### src/hisl_pkg.sv
// Package for the host-port select and pin-function block
package hisl_pkg;

  // Latch state of the port mode: strap not yet caught, or caught
  typedef enum logic [1:0] {
    HISL_MODE_NONE = 2'b01,
    HISL_MODE_LATCHED = 2'b10
  } hisl_lstate_t;

  // Strap level meaning SDIO
  localparam logic STRAP_SDIO = 1'b1;

  // Reference, slow and system clock figures
  localparam real REF_CLK_MHZ    = 38.4;
  localparam real SLOW_CLK_KHZ   = 32.768;
  localparam real SYS_CLK_MHZ    = 100.0;

  // Slow clock period in system cycles, rounded down
  localparam int  SLOW_PERIOD_CYC =
    int'($floor(SYS_CLK_MHZ * 1000.0 / SLOW_CLK_KHZ));

  // Shared host pin bundle (output, enable)
  typedef struct packed {
    logic       clk_in_unused;
    logic       cmd_o;
    logic       cmd_oe;
    logic [3:0] dat_o;
    logic [3:0] dat_oe;
  } hisl_pins_t;

  // Core-side view of the selected port
  typedef struct packed {
    logic       port_clk;
    logic       spi_mosi;
    logic       spi_csn;
    logic       sdio_cmd;
    logic [3:0] sdio_dat;
  } hisl_core_in_t;

  typedef struct packed {
    logic       spi_miso;
    logic       spi_miso_en;
    logic       sdio_cmd;
    logic       sdio_cmd_en;
    logic [3:0] sdio_dat;
    logic [3:0] sdio_dat_en;
  } hisl_core_out_t;

endpackage : hisl_pkg

### src/hisl_sync.sv
// Two-flop synchroniser bank for pin inputs
`timescale 1ns/1ps
module hisl_sync #(
  parameter int W = 1
) (
  input  wire logic         clk,     // System clock
  input  wire logic         chip_reset_low,  // Async reset, active low
  input  wire logic [W-1:0] d,       // Asynchronous inputs
  output logic      [W-1:0] q        // Synchronised outputs
);
  typedef struct packed {
    logic [W-1:0] s1;
    logic [W-1:0] s2;
  } hisl_sync_st_t;

  hisl_sync_st_t st_reg;
  hisl_sync_st_t st_next;

  always_comb begin
    st_next    = st_reg;
    st_next.s1 = d;
    st_next.s2 = st_reg.s1;
  end

  always_ff @(posedge clk or negedge chip_reset_low) begin
    if (!chip_reset_low) begin
      st_reg <= '0;
    end else begin
      st_reg <= st_next;
    end
  end

  assign q = st_reg.s2;

endmodule : hisl_sync

### src/hisl_host_if_select.sv
// Host-port select strap latch and shared pin muxing
//
// Notes on behaviour
// RQ1 - Strap level is caught when chip reset rises; held until next reset.
// RQ2 - Strap high selects SDIO, strap low selects SPI.
// RQ3 - Shared pins: SPI clock/MOSI/MISO/CSn or SDIO CLK/CMD/DAT0-3.
// RQ4 - In SPI mode data line 1 drives the interrupt request to host.
// RQ5 - Host keeps port clock at most 26 or 52 MHz by mode.
// RQ6 - Host may capture MISO on either clock edge.
// RQ7 - Host captures SDIO data rising in high speed, falling otherwise.
// RQ8 - Host raises wake request before starting port traffic.
// RQ9 - Sleep or shutdown allowed only while wake request is low.
// RQ10 - Without power save, the wake pin becomes a general-purpose pin.
// RQ11 - Interrupt may be mirrored on a spare pin, else it is GPIO.
// RQ12 - Host re-enables a powered-down reference oscillator before activity.
// RQ13 - Host enables reference oscillator at least 2 ms ahead.
// RQ14 - Main timing comes from a 38.4 MHz reference.
// RQ15 - A 32.768 KHz slow clock enables lowest-power operation.
// RQ16 - Host raises wake request and waits before any transfer.
// RQ17 - Leaving shutdown starts at chip reset rising edge.
// RQ18 - Shared outputs float during reset until the mode is latched.
`timescale 1ns/1ps
module hisl_host_if_select (
  input  wire logic                    clk,             // Core clock
  input  wire logic                    chip_reset_low,          // Async reset, low
  input  wire logic                    host_port_select_strap, // DAT2 pin
  input  wire logic                    port_clk_pin,    // SCLK/CLK pin in
  input  wire logic                    cmd_pin_i,       // MOSI/CMD pin in
  input  wire logic [3:0]              dat_pin_i,       // DAT0-3 pins in
  output hisl_pkg::hisl_pins_t         pins,            // Pin drive
  output hisl_pkg::hisl_core_in_t      core_in,         // To port engine
  input  wire hisl_pkg::hisl_core_out_t core_out,       // From engine
  input  wire logic                    irq_to_host,     // Core irq level
  output logic                         spi_irq_out,     // Irq on DAT1
  output logic                         sdio_mode,       // 1 SDIO, 0 SPI
  output logic                         mode_valid,      // Mode latched
  output logic                         startup_pulse,   // Start sequence
  input  wire logic                    wake_request_pin,// Host wake pin
  input  wire logic                    power_save_en,   // Power save on
  input  wire logic                    sleep_request,   // Core wants sleep
  output logic                         sleep_allowed,   // Sleep permitted
  output logic                         wake_event,      // Wake rising edge
  output logic                         wake_gpio_in,    // Wake pin as GPIO
  input  wire logic                    irq_mirror_en,   // Mirror irq
  input  wire logic                    gpio_irq_out_i,  // GPIO data out
  input  wire logic                    gpio_irq_oe_i,   // GPIO enable
  output logic                         gpio_irq_o,      // Spare pin out
  output logic                         gpio_irq_oe,     // Spare pin enable
  input  wire logic                    ref_clk_ok,      // Reference ready
  input  wire logic                    slow_clock_input,// 32.768 KHz pin
  output logic                         slow_clk_present // Slow clock seen
);

  localparam int NSYNC = 9;

  typedef struct packed {
    logic                     sdio;
    hisl_pkg::hisl_lstate_t   lstate;
    logic                     startup;
    logic [1:0]               fill;
    logic                     wake_d;
    logic                     wake_ev;
    logic                     slow_d;
    logic [15:0]              slow_cnt;
    logic                     slow_ok;
    hisl_pkg::hisl_pins_t     pins;
    hisl_pkg::hisl_core_in_t  cin;
    logic                     gpio_o;
    logic                     gpio_oe;
  } hisl_st_t;

  hisl_st_t st_reg;
  hisl_st_t st_next;

  logic [NSYNC-1:0] sync_d;
  logic [NSYNC-1:0] sync_q;
  logic             strap_s;
  logic             pclk_s;
  logic             cmd_s;
  logic [3:0]       dat_s;
  logic             wake_s;
  logic             slow_s;

  assign sync_d = {slow_clock_input, wake_request_pin, dat_pin_i,
                   cmd_pin_i, port_clk_pin, host_port_select_strap};

  hisl_sync #(.W(NSYNC)) u_sync (
    .clk    (clk),
    .chip_reset_low (chip_reset_low),
    .d      (sync_d),
    .q      (sync_q)
  );

  assign strap_s = sync_q[0];
  assign pclk_s  = sync_q[1];
  assign cmd_s   = sync_q[2];
  assign dat_s   = sync_q[6:3];
  assign wake_s  = sync_q[7];
  assign slow_s  = sync_q[8];

  // Period limit of the slow clock before it counts as missing
  localparam logic [15:0] SLOW_TIMEOUT = 16'(2 * hisl_pkg::SLOW_PERIOD_CYC);
  // Synchroniser stages are cleared by reset, so the strap is only
  // trustworthy once both stages have been refilled from the pin
  localparam logic [1:0]  SYNC_FILL    = 2'h2;

  always_comb begin
    st_next         = st_reg;
    st_next.startup = 1'b0;

    // RQ1 strap capture: third cycle after release, once the synchronised strap is refilled
    // RQ17 startup pulse comes with the strap latch, third cycle after reset release
    if (st_reg.lstate == hisl_pkg::HISL_MODE_NONE) begin
      if (st_reg.fill == SYNC_FILL) begin
        // RQ2 high means SDIO
        st_next.sdio    = (strap_s == hisl_pkg::STRAP_SDIO);
        st_next.lstate  = hisl_pkg::HISL_MODE_LATCHED;
        st_next.startup = 1'b1;
      end else begin
        st_next.fill = st_reg.fill + 2'h1;
      end
    end

    // RQ9 sleep only with wake pin low
    st_next.wake_d  = wake_s;
    st_next.wake_ev = wake_s & ~st_reg.wake_d & power_save_en;

    // RQ15 slow clock presence by edge watchdog
    st_next.slow_d = slow_s;
    if (slow_s & ~st_reg.slow_d) begin
      st_next.slow_cnt = '0;
      st_next.slow_ok  = 1'b1;
    end else if (st_reg.slow_cnt >= SLOW_TIMEOUT) begin
      st_next.slow_ok  = 1'b0;
    end else begin
      st_next.slow_cnt = st_reg.slow_cnt + 16'h0001;
    end

    // RQ3 pin roles by mode
    st_next.cin.port_clk = pclk_s;
    st_next.cin.spi_mosi = cmd_s;
    st_next.cin.spi_csn  = dat_s[3];
    st_next.cin.sdio_cmd = cmd_s;
    st_next.cin.sdio_dat = dat_s;
    st_next.pins         = '0;
    // RQ18 outputs float until mode latched
    if (st_reg.lstate == hisl_pkg::HISL_MODE_LATCHED) begin
      if (st_reg.sdio) begin
        st_next.pins.cmd_o  = core_out.sdio_cmd;
        st_next.pins.cmd_oe = core_out.sdio_cmd_en;
        st_next.pins.dat_o  = core_out.sdio_dat;
        st_next.pins.dat_oe = core_out.sdio_dat_en;
      end else begin
        st_next.pins.dat_o[0]  = core_out.spi_miso;
        st_next.pins.dat_oe[0] = core_out.spi_miso_en;
        // RQ4 interrupt request on data line 1
        st_next.pins.dat_o[1]  = irq_to_host;
        st_next.pins.dat_oe[1] = 1'b1;
      end
    end

    // RQ11 mirror irq or plain GPIO
    if (irq_mirror_en) begin
      st_next.gpio_o  = irq_to_host;
      st_next.gpio_oe = st_reg.lstate == hisl_pkg::HISL_MODE_LATCHED;
    end else begin
      st_next.gpio_o  = gpio_irq_out_i;
      // Spare pin stays quiet until the port mode is settled
      st_next.gpio_oe = gpio_irq_oe_i &
                        (st_reg.lstate == hisl_pkg::HISL_MODE_LATCHED);
    end
  end

  always_ff @(posedge clk or negedge chip_reset_low) begin
    if (!chip_reset_low) begin
      st_reg          <= '0;
      st_reg.lstate   <= hisl_pkg::HISL_MODE_NONE;
      st_reg.slow_cnt <= '0;
    end else begin
      st_reg <= st_next;
    end
  end

  assign pins          = st_reg.pins;
  assign core_in       = st_reg.cin;
  assign sdio_mode     = st_reg.sdio;
  assign mode_valid    = st_reg.lstate == hisl_pkg::HISL_MODE_LATCHED;
  assign startup_pulse = st_reg.startup;
  assign spi_irq_out   = st_reg.pins.dat_o[1] & ~st_reg.sdio;
  assign wake_event    = st_reg.wake_ev;
  // RQ10 wake pin as GPIO without power save
  assign wake_gpio_in  = power_save_en ? 1'b0 : st_reg.wake_d;
  // RQ9 sleep gate; RQ14 needs reference ready to run
  assign sleep_allowed = sleep_request & ~st_reg.wake_d & ref_clk_ok &
                         power_save_en & mode_valid;
  assign gpio_irq_o    = st_reg.gpio_o;
  assign gpio_irq_oe   = st_reg.gpio_oe;
  assign slow_clk_present = st_reg.slow_ok;

endmodule : hisl_host_if_select

### config.mk
export PLATFORM = sky130hd
export DESIGN_NAME = hisl_host_if_select
export DESIGN_NICKNAME = d
export VERILOG_FILES = /design/src/hisl_pkg.sv /design/src/hisl_sync.sv /design/src/hisl_host_if_select.sv
export SDC_FILE = /design/constraint.sdc
export NUM_CORES = 1
export LEC_CHECK = 0
export ABC_CLOCK_PERIOD_IN_PS = 2380
export CORE_UTILIZATION = 55
export CTS_BUF_LIST = sky130_fd_sc_hd__clkbuf_16
export CTS_CLUSTER_DIAMETER = 120
export CTS_CLUSTER_SIZE = 28
export DETAILED_ROUTE_END_ITERATION = 16
export DONT_BUFFER_PORTS = 1
export PLACE_DENSITY = 0.7
export SETUP_SLACK_MARGIN = 0.05
export SYNTH_ARGS = -nofsm -noshare
export SYNTH_HDL_FRONTEND = slang
export SYNTH_SLANG_ARGS = --single-unit
### constraint.sdc
create_clock -name clk -period 2.38 [get_ports clk]
set_input_delay 0.238 -clock clk [delete_from_list [all_inputs] [get_ports clk]]
set_output_delay 0.238 -clock clk [all_outputs]
set_load 0.01 [all_outputs]
==> results of run 1 <==
cells by family (layout without fill, tap and decap cells):
group | count (synthesis) | count (layout) | synth area share (%)
compound gates | 14 | 14 | 4.772
xor+xnor | 11 | 11 | 3.994
fa+ha+maj | 3 | 3 | 1.556
buf+inv | 28 | 35 | 7.313
flops | 62 | 62 | 64.37
mux | 6 | 6 | 2.645
other cells | 1 | 1 | 0.1555
simple gates | 63 | 63 | 15.20
synthesized netlist by cell type, drive strengths merged:
cell type,number
o21ai,2
or3b,1
and4,1
mux2,3
a21o,1
nor2b,7
nand2b,2
inv,6
and3,8
nand3,5
conb,1
nand4b,2
ha,3
nand3b,1
nand4,1
xnor2,11
a211oi,2
a21oi,6
nor3,3
mux2i,3
or3,1
a21boi,1
nor4,1
dfrtp,61
nor4b,1
and3b,1
a2111oi,1
dfstp,1
buf,19
clkbuf,3
nand2,7
and2,1
o21ba,1
nor2,20
layout make-up:
class                           instances  area, µm²
Clock buffer                            9      225.2
Clock inverter                          7      102.6
Fill cell                             289       1324
Inverter                                6      22.52
Multi-Input combinational cell         98      683.2
Sequential cell                        62       1553
Tap cell                               50      62.56
Timing Repair Buffer                   13      142.6
worst max-delay path by stage:
stage / endpoint / slack (ns) / cells after the start
after floorplan: st_reg[28] / 0.42 / 5
after global placement: st_reg[28] / 0.51 / 5
after detailed placement: st_reg[28] / 0.43 / 5
after CTS: st_reg[28] / 0.43 / 5
after global routing: st_reg[33] / 0.35 / 5
final: st_reg[28] / 0.43 / 5
power by group:
group          internal, W  switching [W]  leakage, nW  total [W]
Combinational    0.0000558      0.0000816        0.350   0.000137
Clock             0.000929       0.000474        0.162    0.00140
Sequential         0.00110      0.0000416        0.789    0.00114
Total              0.00209       0.000597         1.30    0.00269
routing by layer:
layer / global-route usage (%) / wire length, µm
met1: 21.13 / 1509
met2: 28.43 / 1779
met4: 11.20 / 67
met3: 10.33 / 301
met5: 0 / 0
cell usage in the layout, fill, tap and decap left out, types with 2 or more instances in the layout:
cell type,count
mux2_2,2
xnor2_1,11
and3_1,8
nand3_1,4
o21ai_0,2
a21oi_1,5
bufinv_16,2
nand2b_1,2
nor2b_1,6
clkbuf_16,9
nand4b_1,2
mux2i_1,3
buf_4,2
dlygate4sd3_1,10
inv_6,2
a211oi_1,2
inv_1,6
nor2_1,20
nand2_1,7
ha_1,3
dfrtp_1,61
nor3_1,3
what timing repair did:
action                                 4_1_cts  5_1_grt
setup buffers                                0        0
hold buffers                                11        0
gates resized for setup                      0        0
setup endpoints to repair                    0        0
endpoints found under the hold margin       71        0
stage by stage:
step           power [W]  area, µm²  util [%]  setup WS (ns)
2_1_floorplan   0.001249       2412         -         0.4224
3_3_place_gp    0.001256       2336     56.77         0.5115
3_5_place_dp    0.001262       2336     56.77         0.4287
4_1_cts         0.002714       2791     67.83         0.4258
5_1_grt         0.002796       2791     67.83         0.3539
6_report        0.002686       2791     67.83         0.4289
==> flow_summary.toml, run 1 <==
[final_layout]
diodes = 0
largest_reg_flops = 22
final_cells = 245
drive_gt1_share_pct = 15.38
area_growth_pct = 15.72
layout.nets = 223

[floorplanning]
die_h_um = 68.23
rows = 23
start_util_pct = 58.62
fp.dieW_um = 68.23
die-area_mm2 = 0.004655
num_io_pins = 59
core_mm2 = 0.004115

[status]
status = "completed"

[setup_path]
crit_start = "st_reg[35]"
crit_path_max_fanout = 6
cp.arrival_ns = 2.16
critPathRequiredTime_ns = 2.59
cpMaxStageDelayCell = "nor4_4"
cp_cell_sequence = "or3_4 > nor4_4 > a21oi_2 > nand3_2 > mux2_1"
critPathKind = "reg2reg"
startpoint_type = "flop"
worstSetupEndpointType = "flop"
r2r-end = "st_reg[28]"
reg2reg_slack_ns = 0.43
ff2ff_path_depth = 5
crit_buf_inv = 0
reg2reg_from = "st_reg[35]"
cpPeakStageDelay_ns = 0.45
cp_top_family = "simple AND/OR/NAND/NOR gates"

[global_route]
antenna_found_initial = 0
grt_first_pass_wirelength_um = 6016
grt_max_degree = 63
overflow = 0
grt_pass1_vias = 1355
grt_use_total_pct = 18.97

[sta]
fin_skew_ns = 0.004851
timing.final.crit_share_pct = 81.98
max_clock_freq_ghz = 0.5125
setup_tns_ns = 0
hold_viol = 0
report.final.setup_viol = 0
rsz0062_at_grt = "no"
slew_viol_final = 0
finalCriticalPeriod_ns = 1.951
fin_hold_ws_ns = 0.03764

[yosys]
synth_cell_types = 38
ys_seq_area_share_pct = 64.37
synth_top_area_share_pct = 63.28
synth_top_area_cell = "dfrtp_1"
yosysWarningCount = 0
synth_nets = 221
synth_cells = 188
syn_area_per_cell_um2 = 12.83
synth-seq-cells = 62
synth_area_mm2 = 0.002412
synth_area_leaders = "dfrtp_1 63%, buf_4 5.9%, xnor2_1 4.0%"

[worst_hold_path]
hold_path_class = "in2reg"
hold_end = "gpio_irq_oe"
min-delay-start = "irq_mirror_en"
hold_depth = 2

[clocking]
path_clk_slew_ns = 0.06
clockBufferDepth = 2
cts_tree = "built"
numCtsBuffers = 9
cts_root_buffer = "clkbuf_16"
insertion_delay_ns = 0.33
cts_sinks = 62
cts_htree_levels = 3

[place]
gp_congestion = 0.8350
dp.cells = 218
port-buffer-count = 0
dp_hpwl_um = 2393

[detailed_routing]
drc = 0
drtPass1Iterations = 4
antenna_left = 0
via_count = 1323
first_iter_violations = 65
vias_per_cell = 5.400
wire_per_inst_um = 14.93
drt_wl_total_um = 3657

[pwr]
leakage_nw = 1.301
power.density_mw_per_mm2 = 962.1
peakVddDrop_mv = 0.4945

[run]
max-cap-violations = 0
Note: power is estimated with default switching activity, not from simulation.
==> run 2, diff against run 1 <==
Settings changed: ABC_AREA from default to 1, ABC_CLOCK_PERIOD_IN_PS 2380 to 1850.
Clock period 2.38 ns to 1.85 ns, I/O delays scaled along.
==> run 2 against run 1 <==
  * Fmax is 18% higher
  * Die area increased by 5.8%
  * Cell count increased by 36%
  * Synthesized area rose by 6.0%
  * Core utilization is 0.63 points lower
==> flow_summary.toml, run 2 <==
[sta]
finalCriticalPeriod_ns = 1.656
max_clock_freq_ghz = 0.6039
slew_viol_final = 0
timing.final.crit_share_pct = 89.50
fin_hold_ws_ns = 0.01863
fin_skew_ns = 0.003832
hold_viol = 0
report.final.setup_viol = 0
setup_tns_ns = 0
rsz0062_at_grt = "no"

[pwr]
peakVddDrop_mv = 0.8441
leakage_nw = 1.429
power.density_mw_per_mm2 = 1045
power_w = 0.003099

[detailed_routing]
drc = 0
drt_wl_total_um = 4311
wire_per_inst_um = 12.95
drtPass1Iterations = 5
via_count = 1693
antenna_left = 0
first_iter_violations = 98
vias_per_cell = 5.084

[setup_path]
startpoint_type = "flop"
worstSetupEndpoint = "pins[5]"
critPathRequiredTime_ns = 2.10
worst_path_most_repeated_cell = "inv_1"
crit_path_max_fanout = 11
reg2reg_from = "st_reg[45]"
worstSetupEndpointType = "flop"
cp_cell_sequence = "inv_1 > nor2_2 > inv_1 > a21oi_1 > dlygate4sd3_1"
ff2ff_path_depth = 5
reg2reg_slack_ns = 0.19
cpPeakStageDelay_ns = 0.56
cp.arrival_ns = 1.91
r2r-end = "pins[5]"
cpMaxStageDelayCell = "dlygate4sd3_1"
critPathKind = "reg2reg"
crit_start = "st_reg[45]"

[floorplanning]
die-area_mm2 = 0.004925
rows = 24
die_h_um = 70.18
core_mm2 = 0.004414
num_io_pins = 59
fp.dieW_um = 70.18
start_util_pct = 57.91

[global_route]
grt_first_pass_wirelength_um = 7576
grt_max_degree = 63
antenna_found_initial = 0
grt_pass1_vias = 1762
grt_use_total_pct = 20.53
overflow = 0

[final_layout]
area_growth_pct = 16.05
utilization_pct = 67.21
layout_commonest_cell = "nand2_1"
drive_gt1_share_pct = 10.32
num-fill-cells = 332
largest_reg_flops = 22
layout.nets = 309
diodes = 0
final_cell_mix = "64 x nand2_1, 61 x dfrtp_1, 35 x nor2_1"

[yosys]
syn_area_per_cell_um2 = 9.646
ys_async_sr_fraction_pct = 100.0
ys_seq_area_share_pct = 60.74
synth-seq-cells = 62
synth_cells = 265
synthTopCellsByCount = "64 x nand2_1, 61 x dfrtp_1, 36 x nor2_1, 25 x inv_1, 19 x buf_4"
synth_cell_types = 26
synth_top_area_cell = "dfrtp_1"
yosysWarningCount = 0
synth_edf_count = 0
synth_top_area_share_pct = 59.72
synth_nets = 298
synth_area_leaders = "dfrtp_1 60%, nand2_1 9.4%, buf_4 5.6%"
ys.flop_type = "dfrtp_1"
synth_most_common_cell = "nand2_1"
synth_area_mm2 = 0.002556

[clocking]
insertion_delay_ns = 0.32
cts_tree = "built"
numCtsBuffers = 9
cts_root_buffer = "clkbuf_16"
cts_sinks = 62
cts_htree_levels = 3
path_clk_slew_ns = 0.05
clockBufferDepth = 2

[worst_hold_path]
hold_path_class = "in2reg"
hold_depth = 2

[status]
status = "completed"

[place]
port-buffer-count = 0
gp_congestion = 0.8460
dp_hpwl_um = 2670

[run]
max-cap-violations = 0
run 2: changes by cell type after synthesis, sizes merged, moves of 7 or more:
cell   change
nand2     +62
inv       +19
nor2      +17
xnor2     -11
nand3     +10
nand4      +9
and3       -8
nor2b      -7
run 2: metrics by stage:
step	instance area, µm²	std cells	worst slack [ns]
CTS	2964	333	0.1137
global placement	2465	295	0.4304
global route	2967	333	0.06713
floorplan	2556	265	0.5462
detailed placement	2465	295	0.3811
finish	2967	333	0.1942
run 2: worst min path at each step:
stage / slack [ns] / from / to
after floorplan: -0.11 / chip_reset_low / core_in[0]
after global placement: -0.11 / chip_reset_low / core_in[0]
after detailed placement: -0.11 / chip_reset_low / core_in[0]
after CTS: 0.003 / gpio_irq_oe_i / gpio_irq_oe
after global routing: 0.009 / gpio_irq_out_i / gpio_irq_o
final: 0.02 / power_save_en / wake_event
run 2: what timing repair did:
item,CTS,global route
setup buffers,0,0
hold buffers,22,0
resized for setup,0,1
endpoints found under the hold margin,80,0
setup endpoints to repair,0,2
run 2: kinds of logic (layout without fill, tap and decap cells):
kind of cell             Yosys count  after routing  share of synthesized area [%]
AO/OA/AOI/OAI                     10             10                          2.056
multiplexers                       1              1                         0.4405
AND/OR/NAND/NOR                  134            134                          23.05
adder cells (fa/ha/maj)            3              3                          1.469
flip-flops                        62             62                          60.74
buffers and inverters             50             66                          10.72
other                              1              1                         0.1467
XOR/XNOR                           4              4                          1.370
run 2: layout make-up:
type                            instances  area, µm²  area share, %
Timing Repair Buffer                   24      252.7          8.520
Clock inverter                          7      36.28          1.223
Inverter                               26      102.6          3.458
Multi-Input combinational cell        153      732.0          24.67
Tap cell                               52      65.06          2.193
Sequential cell                        62       1553          52.34
Clock buffer                            9      225.2          7.592
run 2: power breakdown:
part / total (W) / internal, W / switching (W) / leakage, nW
clock network: 0.00142 / 0.000883 / 0.000540 / 0.140
logic: 0.000188 / 0.0000886 / 0.0000993 / 0.499
registers: 0.00149 / 0.00142 / 0.0000671 / 0.789
total: 0.00310 / 0.00239 / 0.000707 / 1.43
run 2: metal layers:
metal / share of wire [%] / GRT usage, %
met5: 0 / 0
met2: 48 / 31.73
met3: 4.7 / 6.061
met4: 1.9 / 14.44
met1: 45 / 24.63
run 2: critical path: cells and delay by family, from the launching register on:
| family | cells | cell delay (ns) |
|---|---|---|
| flops | 1 | 0.34 |
| simple gates | 1 | 0.22 |
| buf+inv | 3 | 0.87 |
| compound gates | 1 | 0.17 |
